### src/rtl/rtxc_pkg.sv
// Shared constants for the radio transmit control block.
// Assumes a 100 MHz system clock and a Wishbone slave with 32-bit data.
package rtxc_pkg;

  // ---------------------------------------------------------------------------
  // Register indexes (byte address is four times the index)
  // ---------------------------------------------------------------------------
  localparam logic [5:0] IDX_RADIO_CONTROL = 6'h03; // Transmit control fields.
  localparam logic [5:0] IDX_CODE_WIDTH = 6'h04; // Chips-per-bit setting.
  localparam logic [5:0] IDX_SETTLE_COUNT = 6'h38; // Settle time in 2 us units.
  localparam logic [5:0] IDX_STATUS = 6'h3f; // Read-only sequencer status.

  // ---------------------------------------------------------------------------
  // Field positions
  // ---------------------------------------------------------------------------
  localparam int unsigned BIT_TX_ON = 6; // Transmit mode request.
  localparam int unsigned BIT_HALF_SEL = 5; // Upper or lower half of the code.
  localparam int unsigned BIT_LOCK_BYPASS = 4; // Skip the lock indication.
  localparam int unsigned BIT_AMP_MANUAL_MODE = 3; // Register controls the amplifier.
  localparam int unsigned BIT_AMP_MANUAL_ON = 2; // Manual amplifier state.
  localparam int unsigned BIT_CODE_32 = 2; // In the code width register.
  localparam int unsigned BIT_STAT_TX_ACTIVE = 0; // Status: transmitting.
  localparam int unsigned BIT_STAT_LOCK = 1; // Status: lock input level.
  localparam int unsigned BIT_STAT_AMP = 2; // Status: amplifier on.
  localparam int unsigned POS_STAT_STATE = 4; // Status: one-hot state, four bits.

  // ---------------------------------------------------------------------------
  // Reset values
  // ---------------------------------------------------------------------------
  localparam logic [7:0] RST_RADIO_CONTROL = 8'h00;
  localparam logic [7:0] RST_CODE_WIDTH = 8'h00;
  localparam logic [7:0] RST_SETTLE_COUNT = 8'h00;

  // ---------------------------------------------------------------------------
  // Timing
  // ---------------------------------------------------------------------------
  localparam int unsigned CLK_PERIOD_NS = 10; // System clock period.
  localparam int unsigned SETTLE_UNIT_NS = 2000; // One settle-count unit.
  // A least time, so the cycle count rounds up.
  localparam int unsigned SETTLE_UNIT_CYCLES =
    (SETTLE_UNIT_NS + CLK_PERIOD_NS - 1) / CLK_PERIOD_NS;

  // ---------------------------------------------------------------------------
  // Transmit sequencer states
  // ---------------------------------------------------------------------------
  typedef enum logic [3:0] {
    ST_IDLE = 4'h1,
    ST_LOCK = 4'h2,
    ST_SETTLE = 4'h4,
    ST_TX = 4'h8
  } rtxc_state_t;

endpackage

### src/rtl/rtxc_radio_tx_ctrl.sv
// Radio transmit control register bank with its transmit sequencer.
// Assumes a classic Wishbone master and a lock input synchronous to clk_i.
`timescale 1ns/1ps
module rtxc_radio_tx_ctrl #(
  parameter int unsigned ADR_W = 8,
  parameter int unsigned UNIT_CYCLES = rtxc_pkg::SETTLE_UNIT_CYCLES
) (
  // Clock and reset.
  input wire logic clk_i,
  input wire logic rst_i,
  // Wishbone classic slave.
  input wire logic cyc_i,
  input wire logic stb_i,
  input wire logic we_i,
  input wire logic [ADR_W-1:0] adr_i,
  input wire logic [3:0] sel_i,
  input wire logic [31:0] dat_i,
  output logic [31:0] dat_o,
  output logic ack_o,
  // Radio side.
  input wire logic synth_lock_i,
  output logic synth_enable_o,
  output logic tx_mode_o,
  output logic upper_half_o,
  output logic amp_on_o
);

  // ---------------------------------------------------------------------------
  // State
  // ---------------------------------------------------------------------------
  // All flip-flops of the block outside the settle timer in one record.
  typedef struct packed {
    logic [7:0] ctrl; // Transmit control fields.
    logic [7:0] code_width; // Chips-per-bit setting.
    logic [7:0] settle_count; // Settle time in units.
    rtxc_pkg::rtxc_state_t fsm; // Sequencer state.
    logic ack; // Bus acknowledge.
    logic [7:0] rdata; // Read data, low byte.
    logic upper_half; // Registered half-code choice.
    logic amp_on; // Registered amplifier enable.
  } rtxc_regs_t;

  rtxc_regs_t st_reg; // Registered state.
  rtxc_regs_t st_next; // Next state.
  logic timer_start; // Loads the settle timer.
  logic timer_done; // Settle time has passed.
  logic bus_req; // A bus cycle is pending.
  logic wr_fire; // Write takes effect this edge.
  logic [5:0] reg_idx; // Word index from the address.
  logic [7:0] status; // Live status byte.

  // Field views, named for readability.
  logic tx_on;
  logic half_sel;
  logic lock_bypass;
  logic amp_manual_mode;
  logic amp_manual_on;
  logic code_32;

  assign tx_on = st_reg.ctrl[rtxc_pkg::BIT_TX_ON];
  assign half_sel = st_reg.ctrl[rtxc_pkg::BIT_HALF_SEL];
  assign lock_bypass = st_reg.ctrl[rtxc_pkg::BIT_LOCK_BYPASS];
  assign amp_manual_mode = st_reg.ctrl[rtxc_pkg::BIT_AMP_MANUAL_MODE];
  assign amp_manual_on = st_reg.ctrl[rtxc_pkg::BIT_AMP_MANUAL_ON];
  assign code_32 = st_reg.code_width[rtxc_pkg::BIT_CODE_32];

  // ---------------------------------------------------------------------------
  // Bus decode
  // ---------------------------------------------------------------------------
  // The low two address bits are ignored; every register is a whole word.
  assign reg_idx = adr_i[7:2];
  assign bus_req = cyc_i && stb_i;
  // The write lands on the edge where the master samples ack, never earlier,
  // so a master that drops the cycle before ack leaves no trace.
  assign wr_fire = bus_req && we_i && st_reg.ack && sel_i[0];

  // Status shows the sequencer, the lock input and the amplifier.
  always_comb begin
    status = 8'h00;
    status[rtxc_pkg::BIT_STAT_TX_ACTIVE] = (st_reg.fsm == rtxc_pkg::ST_TX);
    status[rtxc_pkg::BIT_STAT_LOCK] = synth_lock_i;
    status[rtxc_pkg::BIT_STAT_AMP] = st_reg.amp_on;
    status[rtxc_pkg::POS_STAT_STATE +: 4] = st_reg.fsm;
  end

  // ---------------------------------------------------------------------------
  // Next state
  // ---------------------------------------------------------------------------
  always_comb begin
    st_next = st_reg;
    timer_start = 1'b0;

    // Ack follows a request by one cycle and drops right after.
    st_next.ack = bus_req && !st_reg.ack;

    // Read data is captured with the ack; unmapped words read as zero.
    if (bus_req && !st_reg.ack) begin
      case (reg_idx)
        rtxc_pkg::IDX_RADIO_CONTROL: begin
          st_next.rdata = st_reg.ctrl;
        end
        rtxc_pkg::IDX_CODE_WIDTH: begin
          st_next.rdata = st_reg.code_width;
        end
        rtxc_pkg::IDX_SETTLE_COUNT: begin
          st_next.rdata = st_reg.settle_count;
        end
        rtxc_pkg::IDX_STATUS: begin
          st_next.rdata = status;
        end
        default: begin
          st_next.rdata = 8'h00;
        end
      endcase
    end

    // Writes store the whole low byte; the reserved bits are kept as written
    // because firmware is expected to set them and may read them back.
    if (wr_fire) begin
      case (reg_idx)
        rtxc_pkg::IDX_RADIO_CONTROL: begin
          st_next.ctrl = dat_i[7:0];
        end
        rtxc_pkg::IDX_CODE_WIDTH: begin
          st_next.code_width = dat_i[7:0];
        end
        rtxc_pkg::IDX_SETTLE_COUNT: begin
          st_next.settle_count = dat_i[7:0];
        end
        default: begin
          st_next.rdata = st_reg.rdata;
        end
      endcase
    end

    // Transmit sequencer. Clearing transmit-on aborts from any state.
    case (st_reg.fsm)
      rtxc_pkg::ST_IDLE: begin
        if (tx_on) begin
          if (lock_bypass) begin
            st_next.fsm = rtxc_pkg::ST_SETTLE;
            timer_start = 1'b1;
          end else begin
            st_next.fsm = rtxc_pkg::ST_LOCK;
          end
        end
      end
      rtxc_pkg::ST_LOCK: begin
        if (!tx_on) begin
          st_next.fsm = rtxc_pkg::ST_IDLE;
        end else if (synth_lock_i) begin
          st_next.fsm = rtxc_pkg::ST_SETTLE;
          timer_start = 1'b1;
        end
      end
      rtxc_pkg::ST_SETTLE: begin
        if (!tx_on) begin
          st_next.fsm = rtxc_pkg::ST_IDLE;
        end else if (timer_done) begin
          st_next.fsm = rtxc_pkg::ST_TX;
        end
      end
      rtxc_pkg::ST_TX: begin
        if (!tx_on) begin
          st_next.fsm = rtxc_pkg::ST_IDLE;
        end
      end
      default: begin
        st_next.fsm = rtxc_pkg::ST_IDLE;
      end
    endcase

    // The half select only matters for 32-chip codes; otherwise the lower
    // half is reported so the correlator sees a stable choice.
    st_next.upper_half = code_32 && half_sel;

    // Manual mode drives the amplifier from the enable bit; otherwise the
    // sequencer turns it on only while transmitting.
    if (amp_manual_mode) begin
      st_next.amp_on = amp_manual_on;
    end else begin
      st_next.amp_on = (st_reg.fsm == rtxc_pkg::ST_TX);
    end
  end

  // ---------------------------------------------------------------------------
  // State register
  // ---------------------------------------------------------------------------
  always_ff @(posedge clk_i) begin
    if (rst_i) begin
      st_reg.ctrl <= rtxc_pkg::RST_RADIO_CONTROL;
      st_reg.code_width <= rtxc_pkg::RST_CODE_WIDTH;
      st_reg.settle_count <= rtxc_pkg::RST_SETTLE_COUNT;
      st_reg.fsm <= rtxc_pkg::ST_IDLE;
      st_reg.ack <= 1'b0;
      st_reg.rdata <= 8'h00;
      st_reg.upper_half <= 1'b0;
      st_reg.amp_on <= 1'b0;
    end else begin
      st_reg <= st_next;
    end
  end

  // ---------------------------------------------------------------------------
  // Settle timer
  // ---------------------------------------------------------------------------
  // Loaded as the sequencer enters the settle state, so the count in use is
  // the one present at that moment; later writes do not stretch the wait.
  rtxc_settle_timer #(
    .UNIT_CYCLES(UNIT_CYCLES),
    .COUNT_W(8)
  ) u_settle_timer (
    .clk_i(clk_i),
    .rst_i(rst_i),
    .start_i(timer_start),
    .count_i(st_reg.settle_count),
    .done_o(timer_done)
  );

  // ---------------------------------------------------------------------------
  // Outputs
  // ---------------------------------------------------------------------------
  assign ack_o = st_reg.ack;
  assign dat_o = {24'h000000, st_reg.rdata};
  assign synth_enable_o = (st_reg.fsm != rtxc_pkg::ST_IDLE);
  assign tx_mode_o = (st_reg.fsm == rtxc_pkg::ST_TX);
  assign upper_half_o = st_reg.upper_half;
  assign amp_on_o = st_reg.amp_on;

  // ---------------------------------------------------------------------------
  // Checks
  // ---------------------------------------------------------------------------
  property p_tx_off;
    @(posedge clk_i) disable iff (rst_i)
    !tx_on |=> !tx_mode_o;
  endproperty
  a_tx_off: assert property (p_tx_off)
    else $error("transmit mode active with transmit-on clear");

  property p_upper_half;
    @(posedge clk_i) disable iff (rst_i)
    (code_32 && half_sel) |=> upper_half_o;
  endproperty
  a_upper_half: assert property (p_upper_half)
    else $error("upper half not selected for 32-chip code");

  property p_half_ignored;
    @(posedge clk_i) disable iff (rst_i)
    !code_32 |=> !upper_half_o;
  endproperty
  a_half_ignored: assert property (p_half_ignored)
    else $error("half select acted without 32-chip codes");

  property p_bypass;
    @(posedge clk_i) disable iff (rst_i)
    (st_reg.fsm == rtxc_pkg::ST_IDLE && tx_on && lock_bypass)
      |=> (st_reg.fsm == rtxc_pkg::ST_SETTLE);
  endproperty
  a_bypass: assert property (p_bypass)
    else $error("bypass did not go straight to settling");

  property p_wait_lock;
    @(posedge clk_i) disable iff (rst_i)
    (st_reg.fsm == rtxc_pkg::ST_LOCK && tx_on && !synth_lock_i)
      |=> (st_reg.fsm == rtxc_pkg::ST_LOCK) && !tx_mode_o;
  endproperty
  a_wait_lock: assert property (p_wait_lock)
    else $error("left lock wait without the lock indication");

  property p_manual_follow;
    @(posedge clk_i) disable iff (rst_i)
    amp_manual_mode |=> (amp_on_o == $past(amp_manual_on));
  endproperty
  a_manual_follow: assert property (p_manual_follow)
    else $error("amplifier did not follow the manual enable bit");

  property p_auto_amp;
    @(posedge clk_i) disable iff (rst_i)
    (!amp_manual_mode && st_reg.fsm != rtxc_pkg::ST_TX) |=> !amp_on_o;
  endproperty
  a_auto_amp: assert property (p_auto_amp)
    else $error("manual enable acted in automatic mode");

  property p_ctrl_write;
    @(posedge clk_i) disable iff (rst_i)
    (wr_fire && reg_idx == rtxc_pkg::IDX_RADIO_CONTROL)
      |=> (st_reg.ctrl == $past(dat_i[7:0])) ##1 ack_o == 1'b0;
  endproperty
  a_ctrl_write: assert property (p_ctrl_write)
    else $error("control write not stored or ack held");

  // Lock seen while waiting moves on to the settle wait at the next edge.
  property p_lock_to_settle;
    @(posedge clk_i) disable iff (rst_i)
    (st_reg.fsm == rtxc_pkg::ST_LOCK && tx_on && synth_lock_i)
      |=> (st_reg.fsm == rtxc_pkg::ST_SETTLE);
  endproperty
  a_lock_to_settle: assert property (p_lock_to_settle)
    else $error("lock indication did not start the settle wait");

  // Transmit mode never shows before the settle timer has run out.
  property p_no_early_tx;
    @(posedge clk_i) disable iff (rst_i)
    (st_reg.fsm == rtxc_pkg::ST_SETTLE && !timer_done) |=> !tx_mode_o;
  endproperty
  a_no_early_tx: assert property (p_no_early_tx)
    else $error("transmit mode before the settle time passed");

  // An expired timer with transmit-on still set enters transmit mode.
  property p_settle_to_tx;
    @(posedge clk_i) disable iff (rst_i)
    (st_reg.fsm == rtxc_pkg::ST_SETTLE && tx_on && timer_done) |=> tx_mode_o;
  endproperty
  a_settle_to_tx: assert property (p_settle_to_tx)
    else $error("settle wait ended without transmit mode");

  // Manual mode with the enable bit set turns the amplifier on.
  property p_amp_manual_on;
    @(posedge clk_i) disable iff (rst_i)
    (amp_manual_mode && amp_manual_on) |=> amp_on_o;
  endproperty
  a_amp_manual_on: assert property (p_amp_manual_on)
    else $error("manual enable set but amplifier off");

  // Only a stored write to the control word may change it.
  property p_ctrl_hold;
    @(posedge clk_i) disable iff (rst_i)
    !(wr_fire && reg_idx == rtxc_pkg::IDX_RADIO_CONTROL) |=> $stable(st_reg.ctrl);
  endproperty
  a_ctrl_hold: assert property (p_ctrl_hold)
    else $error("control word changed without a write");

  // Ack is a single-cycle pulse, so a master never sees a stale second ack.
  property p_ack_pulse;
    @(posedge clk_i) disable iff (rst_i)
    ack_o |=> !ack_o;
  endproperty
  a_ack_pulse: assert property (p_ack_pulse)
    else $error("ack held for more than one cycle");

endmodule

### src/rtl/rtxc_settle_timer.sv
// Settle timer: counts a programmed number of fixed-length time units.
// Assumes start_i is a one-cycle pulse from the sequencer in the same clock.
`timescale 1ns/1ps
module rtxc_settle_timer #(
  parameter int unsigned UNIT_CYCLES = rtxc_pkg::SETTLE_UNIT_CYCLES,
  parameter int unsigned COUNT_W = 8
) (
  // Clock and reset.
  input wire logic clk_i,
  input wire logic rst_i,
  // Control.
  input wire logic start_i,
  input wire logic [COUNT_W-1:0] count_i,
  // Result.
  output logic done_o
);

  localparam int unsigned PRE_W = $clog2(UNIT_CYCLES + 1);
  localparam logic [PRE_W-1:0] PRE_LAST = PRE_W'(UNIT_CYCLES - 1);

  // Remaining units and the cycle prescaler inside the current unit.
  typedef struct packed {
    logic [COUNT_W-1:0] units;
    logic [PRE_W-1:0] pre;
  } rtxc_timer_state_t;

  rtxc_timer_state_t st_reg; // Registered state.
  rtxc_timer_state_t st_next; // Next state.

  // ---------------------------------------------------------------------------
  // Next state
  // ---------------------------------------------------------------------------
  // A unit ends when the prescaler reaches zero; a new start always wins.
  always_comb begin
    st_next = st_reg;
    if (start_i) begin
      st_next.units = count_i;
      st_next.pre = PRE_LAST;
    end else if (st_reg.units != '0) begin
      if (st_reg.pre == '0) begin
        st_next.units = st_reg.units - COUNT_W'(1);
        st_next.pre = PRE_LAST;
      end else begin
        st_next.pre = st_reg.pre - PRE_W'(1);
      end
    end
  end

  // ---------------------------------------------------------------------------
  // State register
  // ---------------------------------------------------------------------------
  always_ff @(posedge clk_i) begin
    if (rst_i) begin
      st_reg <= '0;
    end else begin
      st_reg <= st_next;
    end
  end

  // Done is a level while no units remain; a zero count finishes at once.
  assign done_o = (st_reg.units == '0);

  // Each unit lasts exactly UNIT_CYCLES clocks.
  property p_unit_step;
    @(posedge clk_i) disable iff (rst_i)
    (st_reg.units != '0 && st_reg.pre == '0 && !start_i)
      |=> (st_reg.units == $past(st_reg.units) - COUNT_W'(1)) && (st_reg.pre == PRE_LAST);
  endproperty
  a_unit_step: assert property (p_unit_step)
    else $error("settle unit did not end after its prescale");

endmodule

### config.mk
export PLATFORM = sky130hd
export DESIGN_NAME = rtxc_radio_tx_ctrl
export DESIGN_NICKNAME = d
export VERILOG_FILES = /design/src/rtl/rtxc_pkg.sv /design/src/rtl/rtxc_radio_tx_ctrl.sv /design/src/rtl/rtxc_settle_timer.sv
export SDC_FILE = /design/constraint.sdc
export NUM_CORES = 1
export LEC_CHECK = 0
export ABC_AREA = 0
export ABC_CLOCK_PERIOD_IN_PS = 2850
export BUFFER_PORTS_ARGS = -buffer_cell sky130_fd_sc_hd__buf_2
export CAP_MARGIN = 20
export CELL_PAD_IN_SITES_DETAIL_PLACEMENT = 1
export CELL_PAD_IN_SITES_GLOBAL_PLACEMENT = 1
export CORE_UTILIZATION = 39
export CTS_CLUSTER_DIAMETER = 150
export CTS_CLUSTER_SIZE = 28
export DETAILED_ROUTE_END_ITERATION = 16
export GPL_TIMING_DRIVEN = 0
export PLACE_DENSITY = 0.91
export REMOVE_ABC_BUFFERS = 1
export SYNTH_ARGS = -nofsm -noshare
export SYNTH_HDL_FRONTEND = slang
export SYNTH_HIERARCHICAL = 1
export SYNTH_SLANG_ARGS = --single-unit
### constraint.sdc
create_clock -name clk_i -period 2.85 [get_ports clk_i]
set_input_delay 0 -clock clk_i [delete_from_list [all_inputs] [get_ports clk_i]]
set_output_delay 0 -clock clk_i [all_outputs]
set_load 0.02 [all_outputs]
==> results of run 1 <==
## timing repair
action,CTS,global route
hold buffers,8,0
buffers inserted,0,0
setup endpoints to repair,0,4
hold endpoints to repair,20,0
gates resized for setup,0,1
## final timing paths
check	startpoint	end	slack [ns]	cells past startpoint
worst min-delay path	stb_i	ack_o	0.12	4
worst min register to register	dat_o[6]	dat_o[6]	0.48	1
worst max register to register	u_settle_timer/st_reg[9]	st_reg[13]	0.33	8
worst max-delay path	u_settle_timer/st_reg[9]	st_reg[13]	0.33	8
## power groups by stage
stage	clock, mW	combinational [mW]	sequential [mW]
floorplan	0	0.763	0.929
CTS	0.441	1.02	0.937
global placement	0	0.960	0.945
finish	0.426	1.03	0.939
detailed placement	0	1.01	0.955
global route	0.468	1.13	0.951
## Yosys cell counts (2+ instances only)
master     count
nor2_1        37
nor3_1         3
and3_1         5
a22oi_1        3
nor4b_1        4
xor2_1         3
ha_1           3
nand4b_1       2
buf_2          8
o31ai_1        4
nand3_1       31
nand2_1        7
o2111ai_1      2
nor2b_1        5
o41ai_1        3
or2_2          2
nand2b_1       4
dfxtp_1       55
buf_4         35
o21ai_0        9
nand4_1        7
a22o_1         8
or3_1          6
nor4b_2        2
or4_1          6
clkbuf_1      10
a311oi_1       4
nand4_4        3
mux2i_1       26
inv_1         13
a21oi_1       10
nor3_4         2
## final cells by class
cell class	count	area, um^2	area share, %
clock inverters	2	12.51	0.3761
multi-input cells	249	1719	51.67
repair buffers	41	245.2	7.371
clock buffers	6	72.57	2.181
inverters	13	48.80	1.467
flip-flops and latches	55	1101	33.10
well taps	102	127.6	3.836
## logic make-up after synthesis
| family | Yosys count | synth area share (%) |
|---|---|---|
| multiplexers | 26 | 8.374 |
| XOR/XNOR | 3 | 0.8456 |
| AND/OR/NAND/NOR | 137 | 27.58 |
| AO/OA/AOI/OAI | 56 | 13.93 |
| flip-flops | 55 | 35.43 |
| other | 1 | 0.1207 |
| adder cells (fa/ha/maj) | 3 | 1.208 |
| buffers and inverters | 66 | 12.52 |
## worst max-delay path: cells and delay by family, from the launching register on
family	cells	cell delay, ns
compound gates	3	0.64
simple gates	3	1.21
flops	1	0.36
buf+inv	1	0.09
fa+ha+maj	1	0.16
## per-layer routing
metal	routed length (um)	part of all wire (%)	vias to the layer above	global-route usage, %
li1	-	-	1241	-
met5	0	0	-	0
met2	3808	51	45	33.33
met4	85	1.1	0	5.952
met3	175	2.3	7	2.345
met1	3465	46	1287	23.14
## cells in the final DEF (no fill, tap or decap), drive strengths merged, types with 3 or more instances in the layout
cell type / n
dfxtp: 55
nor2: 37
buf: 33
nand3: 31
mux2i: 26
conb: 24
inv: 13
a21oi: 10
nand4: 10
o21ai: 9
nand2: 9
a22o: 8
dlygate4sd3: 8
or4: 6
or3: 6
clkbuf: 6
nor4b: 6
nor3: 6
nor2b: 5
and3: 5
nand2b: 4
a311oi: 4
o31ai: 4
a22oi: 3
xor2: 3
o41ai: 3
ha: 3
## metrics by stage
step	setup TNS [ns]	total power, mW	cell area, um^2	cells
3_3_place_gp	-2.106	1.905	3147	452
2_1_floorplan	0	1.693	2854	317
3_5_place_dp	0	1.963	3153	452
5_1_grt	0	2.544	3327	468
6_report	0	2.395	3327	468
4_1_cts	0	2.399	3318	468
==> reports/results.ini, run 1 <==
[outcome]
outcome=finished clean

[logic_synthesis]
ys.flop_type=dfxtp_1
synth-async-reset-ratio_pct=0
synth_area_leaders=dfxtp_1 35%, buf_4 8.5%, mux2i_1 8.4%
synth_cells=347
synth.avg_cell_area_um2=8.957
syn_area_um2=3108
ys_ff_latch=55
synth_edf_count=0
synth_seq_area_share_pct=35.43
yosys_warnings=6
yosysTopAreaCell=dfxtp_1
ys_types=57
synth_top_area_share_pct=35.43

[power]
power_frac_comb_pct=43.0
power_density_nw_per_um2=719.7
power_switching_mw=0.9884
clockPowerShare_pct=17.8
internal-power_mw=1.406
sw_frac_of_total_pct=41.28
seq_power_share_pct=39.2
max-vdd-ir-drop_mv=0.2670
p_leak_nw=1.501

[setup_path]
cp.required_ns=3.10
worstPathArrival_ns=2.78
cp-start-kind=flop
critPathMaxFanout=5
crit_path_end_kind=flop
max_stage_delay_ns=0.67
worstSetupPathType=reg2reg
cp_slowest_cell=or4b_2
cp_cell_sequence=inv_1 -> ha_1 -> or4b_2 -> nor2_1 -> or3b_2 -> o21ai_0 -> a2111oi_0 -> o21a_1

[route]
via_per_inst=5.513
post_drt_wl_per_cell_um=16.10
drc=0
wl_um=7535
dr.pass1.iters=4
postRouteAntennaNets=0
vias=2580
drt-initial-drc-count=114

[floorplanning]
chipWidth_um=91.27
die_area_um2=8330
core_area_um2=7727
rows=32
die_h_um=91.27
pin_count=87
initial_core_util_pct=40.22

[sta]
slew_viol_final=0
worst_slack_ns=0.3286
worstMarginPinSlew_ns=0.9077
finalCritPeriodShare_pct=88.47
rsz0062_at_grt=false
clock.fmax_ghz=0.3966
hold_ws_ns=0.1163
fin_crit_ns=2.521
fin_skew_ns=0.009784
setup_viol=0
hold_viol=0
slew_headroom_pct=39.29

[clock_network]
path_clk_slew_ns=0.10
clock-sinks=55
htree_levels=2
cts-buffers-inserted=5
cts-root-buf=clkbuf_8
clkLatencyLatePin_ns=0.31
cts_tree=built
clock_path_buffers=2

[placement]
gp_congestion=0.8008
pre_cts_ws_ns=0.1419
hpwl_um=5452
port_buffers=33

[flow_run]
cap_viol_max_count=0

[final_layout]
nets=418
post-route-util_pct=43.05
largest_register_ffs=23
synthToLayoutAreaGrowth_pct=7.045
fillerInstances=914
drive_gt1_share_pct=16.39
num_antenna_cells=0

[global_route]
grt_pass1_wl_um=12570
grt_pass1_vias=2595
grt_max_degree=44
grt_overflow=0
antenna_found_initial=0
track_usage_pct=18.65

[min_path]
hp-class=in2reg

Note: power is estimated with default switching activity, not from simulation.
==> run 2: changes to the inputs <==
--- a/config.mk
+++ b/config.mk
@@ -7,7 +7,7 @@
 export LEC_CHECK = 0
 export ABC_AREA = 0
 export ABC_CLOCK_PERIOD_IN_PS = 2850
-export BUFFER_PORTS_ARGS = -buffer_cell sky130_fd_sc_hd__buf_2
+export BUFFER_PORTS_ARGS = -buffer_cell sky130_fd_sc_hd__clkbuf_2
 export CAP_MARGIN = 20
 export CELL_PAD_IN_SITES_DETAIL_PLACEMENT = 1
 export CELL_PAD_IN_SITES_GLOBAL_PLACEMENT = 1
==> run 2 against run 1 <==
Via count increased by 2.2%. Fmax grew 1.4%. Setup slack gained 0.034 ns. Critical endpoint is now u_settle_timer/st_reg[10]. Largest cell class unchanged. Largest power group unchanged.
==> reports/results.ini, run 2 (synthesis results as in run 1) <==
[outcome]
outcome=finished clean

[floorplanning]
core_area_um2=7727
chipWidth_um=91.27
die_h_um=91.27
initial_core_util_pct=40.22
pin_count=87
die_area_um2=8330
rows=32

[final_layout]
largest_register_ffs=23
fillerInstances=915
synthToLayoutAreaGrowth_pct=7.488
layout_commonest_cell=dfxtp_1
final_cells=468
regArea_um2=1101
multi_input_area_um2=1710
mostFrequentLayoutCells=55 x dfxtp_1, 37 x nor2_1, 33 x clkbuf_2, 31 x nand3_1, 26 x mux2i_1
num_antenna_cells=0
drive_gt1_share_pct=16.94
nets=418

[setup_path]
critPathMaxFanout=14
r2r-start=st_reg[12]
rr_endpoint=u_settle_timer/st_reg[10]
worstSetupPathType=reg2reg
r2r_slack_ns=0.36
cp.required_ns=3.05
r2r_cells=7
worstPathArrival_ns=2.69
crit_path_end_kind=flop
cp-start-kind=flop

[min_path]
hp-class=in2reg
hp-start=dat_i[4]
hold-path-cell-count=3
worstHoldEndpoint=lock_bypass

[power]
report.power.total_mw=2.542
power_density_nw_per_um2=760.9
max-vdd-ir-drop_mv=0.3308
p_leak_nw=1.511

[sta]
finalCritPeriodShare_pct=87.29
worstMarginPinSlew_ns=0.9197
slew_headroom_pct=38.69
setup_viol=0
clock.fmax_ghz=0.4020
rsz0062_at_grt=false
hold_viol=0
slew_viol_final=0
fin_skew_ns=0.01593
fin_crit_ns=2.488

[flow_run]
cap_viol_max_count=0

[route]
drt-initial-drc-count=159
via_per_inst=5.632
wl_um=8223
drc=0
vias=2636
dr.pass1.iters=4
post_drt_wl_per_cell_um=17.57
postRouteAntennaNets=0

[clock_network]
cts_tree=built
post_cts_buffers=0
clock_path_buffers=2
path_clk_slew_ns=0.11
htree_levels=2
clock-sinks=55
clkLatencyLatePin_ns=0.32
cts-buffers-inserted=5
cts-root-buf=clkbuf_8

[global_route]
track_usage_pct=20.64
grt_max_degree=44
grt_pass1_wl_um=13590
grt_pass1_vias=2660
grt_overflow=0
antenna_found_initial=0

[placement]
dp_cells=453
hpwl_um=5656
gp_congestion=0.8010
port_buffers=33

==> run 2: worst max-delay path by stage <==
stage / start / endpoint / slack [ns]
2_1_floorplan: st_reg[12] / u_settle_timer/st_reg[10] / 0.39
3_3_place_gp: st_reg[12] / u_settle_timer/st_reg[10] / -0.37
3_5_place_dp: st_reg[12] / u_settle_timer/st_reg[10] / 0.22
4_1_cts: st_reg[12] / u_settle_timer/st_reg[10] / 0.16
5_1_grt: st_reg[12] / u_settle_timer/st_reg[10] / 0.12
6_report: st_reg[12] / u_settle_timer/st_reg[10] / 0.36
==> run 2: layer usage <==
| metal | vias to the layer above | routed length [um] | part of all wire, % | global-route usage (%) |
|---|---|---|---|---|
| li1 | 1239 | - | - | - |
| met4 | 0 | 201 | 2.4 | 10.32 |
| met5 | - | 0 | 0 | 0 |
| met1 | 1300 | 3533 | 43 | 25.33 |
| met3 | 17 | 234 | 2.8 | 2.848 |
| met2 | 80 | 4252 | 52 | 35.23 |
==> run 2: repair_timing <==
action | CTS | global route
hold buffers | 7 | 0
resized for setup | 0 | 1
hold endpoints to repair | 16 | 0
setup endpoints to repair | 0 | 1
==> run 2: layout make-up <==
class | instances | area share (%)
well taps | 102 | 3.820
clock inverters | 3 | 1.311
multi-input cells | 249 | 51.20
clock buffers | 5 | 2.060
flip-flops and latches | 55 | 32.96
inverters | 13 | 1.461
repair buffers | 41 | 7.191
==> run 2: report_power, final <==
part	switching [mW]	total (mW)	leakage, nW	internal (mW)
Sequential	0.0960	0.945	0.445	0.848
Clock	0.278	0.541	0.0581	0.262
Combinational	0.673	1.06	1.01	0.384
Total	1.05	2.54	1.51	1.50
==> run 2: through the flow <==
stage / util (%) / hold WS (ns) / worst slack (ns) / setup TNS, ns / cell area [um^2]
final: 43.23 / 0.006843 / 0.3622 / 0 / 3341
after global routing: 43.23 / 0.03055 / 0.1238 / 0 / 3341
after CTS: 43.15 / 0.01018 / 0.1594 / 0 / 3334
after detailed placement: 40.79 / 0.2728 / 0.2229 / 0 / 3152
after global placement: 40.72 / 0.2728 / -0.3654 / -1.817 / 3147
after floorplan: - / 0.06907 / 0.3938 / 0 / 2854
==> run 2: worst max-delay path: stages (launching register included) <==
cell and delay, ns:
dfxtp_1 0.56, nor2b_1 0.28, a22oi_1 0.14, nor4b_2 0.43
buf_2 0.26, inv_1 0.24, o41a_1 0.19, a221oi_1 0.28
==> run 3: changes to the inputs <==
--- a/config.mk
+++ b/config.mk
@@ -11,14 +11,15 @@
 export CAP_MARGIN = 20
 export CELL_PAD_IN_SITES_DETAIL_PLACEMENT = 1
 export CELL_PAD_IN_SITES_GLOBAL_PLACEMENT = 1
+export CORE_ASPECT_RATIO = 0.9
 export CORE_UTILIZATION = 39
 export CTS_CLUSTER_DIAMETER = 150
 export CTS_CLUSTER_SIZE = 28
 export DETAILED_ROUTE_END_ITERATION = 16
 export GPL_TIMING_DRIVEN = 0
 export PLACE_DENSITY = 0.91
-export REMOVE_ABC_BUFFERS = 1
 export SYNTH_ARGS = -nofsm -noshare
 export SYNTH_HDL_FRONTEND = slang
 export SYNTH_HIERARCHICAL = 1
 export SYNTH_SLANG_ARGS = --single-unit
+export TNS_END_PERCENT = 50
==> run 3 against run 2 <==
First-iteration DRC count shrank 69%. Non-clock buffer count grew 54. Largest power group unchanged. Sequential share of layout area shrank 3.1 points. Highest routed layer unchanged. Total power rose by 3.9%. Design area up 10%. Cell count increased by 10%.
==> reports/results.ini, run 3 (synthesis results as in run 1) <==
[global_route]
track_usage_pct=21.71
antenna_found_initial=0
grt_overflow=0
grt_max_degree=18
grt_pass1_wl_um=13830
grt_pass1_vias=2821

[final_layout]
synthToLayoutAreaGrowth_pct=18.76
mostFrequentLayoutCells=55 x dfxtp_1, 37 x nor2_1, 35 x buf_4, 33 x clkbuf_2, 31 x nand3_1
drive_gt1_share_pct=24.52
largest_register_ffs=23
final_cells=516
layout_commonest_cell=dfxtp_1
fillerInstances=925
nets=472
num_antenna_cells=0

[sta]
finalCritPeriodShare_pct=88.63
slew_viol_final=0
fin_skew_ns=0.01294
setup_viol=0
hold_viol=0
clock.fmax_ghz=0.3959
slew_headroom_pct=59.78
fin_crit_ns=2.526
finalSetupTns_ns=0
rsz0062_at_grt=false
worstMarginPinSlew_ns=0.6014

[clock_network]
clkLatencyLatePin_ns=0.32
cts-root-buf=clkbuf_8
cts-resized-gates=0
cts_tree=built
path_clk_slew_ns=0.10
cts-buffers-inserted=5
clock-sinks=55
clock_path_buffers=2
htree_levels=2

[floorplanning]
core_area_um2=7620
die_h_um=86.69
die_area_um2=8331
initial_core_util_pct=40.79
chipWidth_um=96.10
rows=30
pin_count=87

[setup_path]
r2r_cells=8
r2r_slack_ns=0.32
r2r-start=u_settle_timer/st_reg[8]
crit_end=st_reg[13]
crit_path_end_kind=flop
critPathMaxFanout=5
max_stage_delay_ns=0.67
cp_num_cells=8
cp_cell_sequence=inv_1 -> ha_1 -> or4b_2 -> nor2_1 -> or3b_2 -> o21ai_0 -> a2111oi_0 -> o21a_1
cp-start-kind=flop
cp.required_ns=3.11
crit_family=simple AND/OR/NAND/NOR gates
critPathBufInv=1
critPathLaunch=u_settle_timer/st_reg[8]
worstSetupPathType=reg2reg
rr_endpoint=st_reg[13]
worstPathArrival_ns=2.78
cp_slowest_cell=or4b_2

[route]
post_drt_wl_per_cell_um=16.34
postRouteAntennaNets=0
drt-initial-drc-count=50
dr.pass1.iters=4
drc=0
vias=2766
wl_um=8434
via_per_inst=5.360

[placement]
port_buffers=33
dp_cells=499
hpwl_um=6305
gp_congestion=0.8758

[power]
p_leak_nw=1.755
power_density_nw_per_um2=715.8
max-vdd-ir-drop_mv=0.2935

[min_path]
hp-class=in2reg

[outcome]
outcome=finished clean

[flow_run]
cap_viol_max_count=0

[run 3: cell types whose count changed in the layout (fill, tap and decap cells not counted), sizes merged]
cell and delta:
inv +1, clkbuf +11, dlygate4sd3 +2, buf +42, clkinv -2
[run 3: metal layers]
metal  track usage (%)  up-vias  part of all wire, %
met5                 0        -                    0
met4             7.870        0                  1.9
met3             3.158       11                  3.0
met2             39.78       61                   53
met1             25.34     1351                   43
li1                  -     1343                    -
[run 3: repair_timing]
item                                    CTS  global route
buffers inserted                          0             0
hold buffers                              8             1
endpoints found under the hold margin    19             1
endpoints found under the setup margin    0             0
[run 3: area by class of cell]
cell class / instances / area [um^2] / share of cell area [%]
inverters: 13 / 48.80 / 1.322
clock inverters: 2 / 38.79 / 1.051
multi-input cells: 249 / 1704 / 46.17
repair buffers: 42 / 255.2 / 6.915
well taps: 96 / 120.1 / 3.254
clock buffers: 6 / 82.58 / 2.237
flip-flops and latches: 55 / 1101 / 29.83
plain buffers: 53 / 340.3 / 9.220
[run 3: how the worst min path moves through the flow]
stage / depth (start not counted) / end / from / slack, ns
global route: 4 / ack_o / stb_i / 0.13
CTS: 3 / amp_manual_on / dat_i[2] / 0.002
global placement: 3 / st_reg[15] / dat_i[0] / 0.27
finish: 4 / ack_o / stb_i / 0.12
detailed placement: 3 / st_reg[23] / dat_i[0] / 0.28
floorplan: 1 / u_settle_timer/st_reg[10] / rst_i / 0.08
[run 3: power breakdown]
| part | switching (mW) | leakage [nW] | internal (mW) | total [mW] |
|---|---|---|---|---|
| sequential | 0.0924 | 0.445 | 0.848 | 0.941 |
| clock | 0.270 | 0.0618 | 0.290 | 0.560 |
| combinational | 0.665 | 1.25 | 0.476 | 1.14 |
| total | 1.03 | 1.76 | 1.61 | 2.64 |
[run 3: worst min-delay path, cell delays in order]
cell	delay, ns
clkbuf_2	0.09
nand2_1	0.07
or3_1	0.17
inv_1	0.06
[run 3: through the flow]
stage	total power [mW]	hold WS [ns]	utilization, %	cell area (um^2)	setup WS, ns
final	2.642	0.1159	48.44	3691	0.3240
after global routing	2.817	0.1337	48.44	3691	0.2060
after CTS	2.647	0.002416	48.31	3681	0.3226
after detailed placement	2.070	0.2789	45.67	3480	0.3676
after global placement	2.013	0.2662	45.67	3480	0.4441
after floorplan	1.806	0.07870	-	3194	0.7138
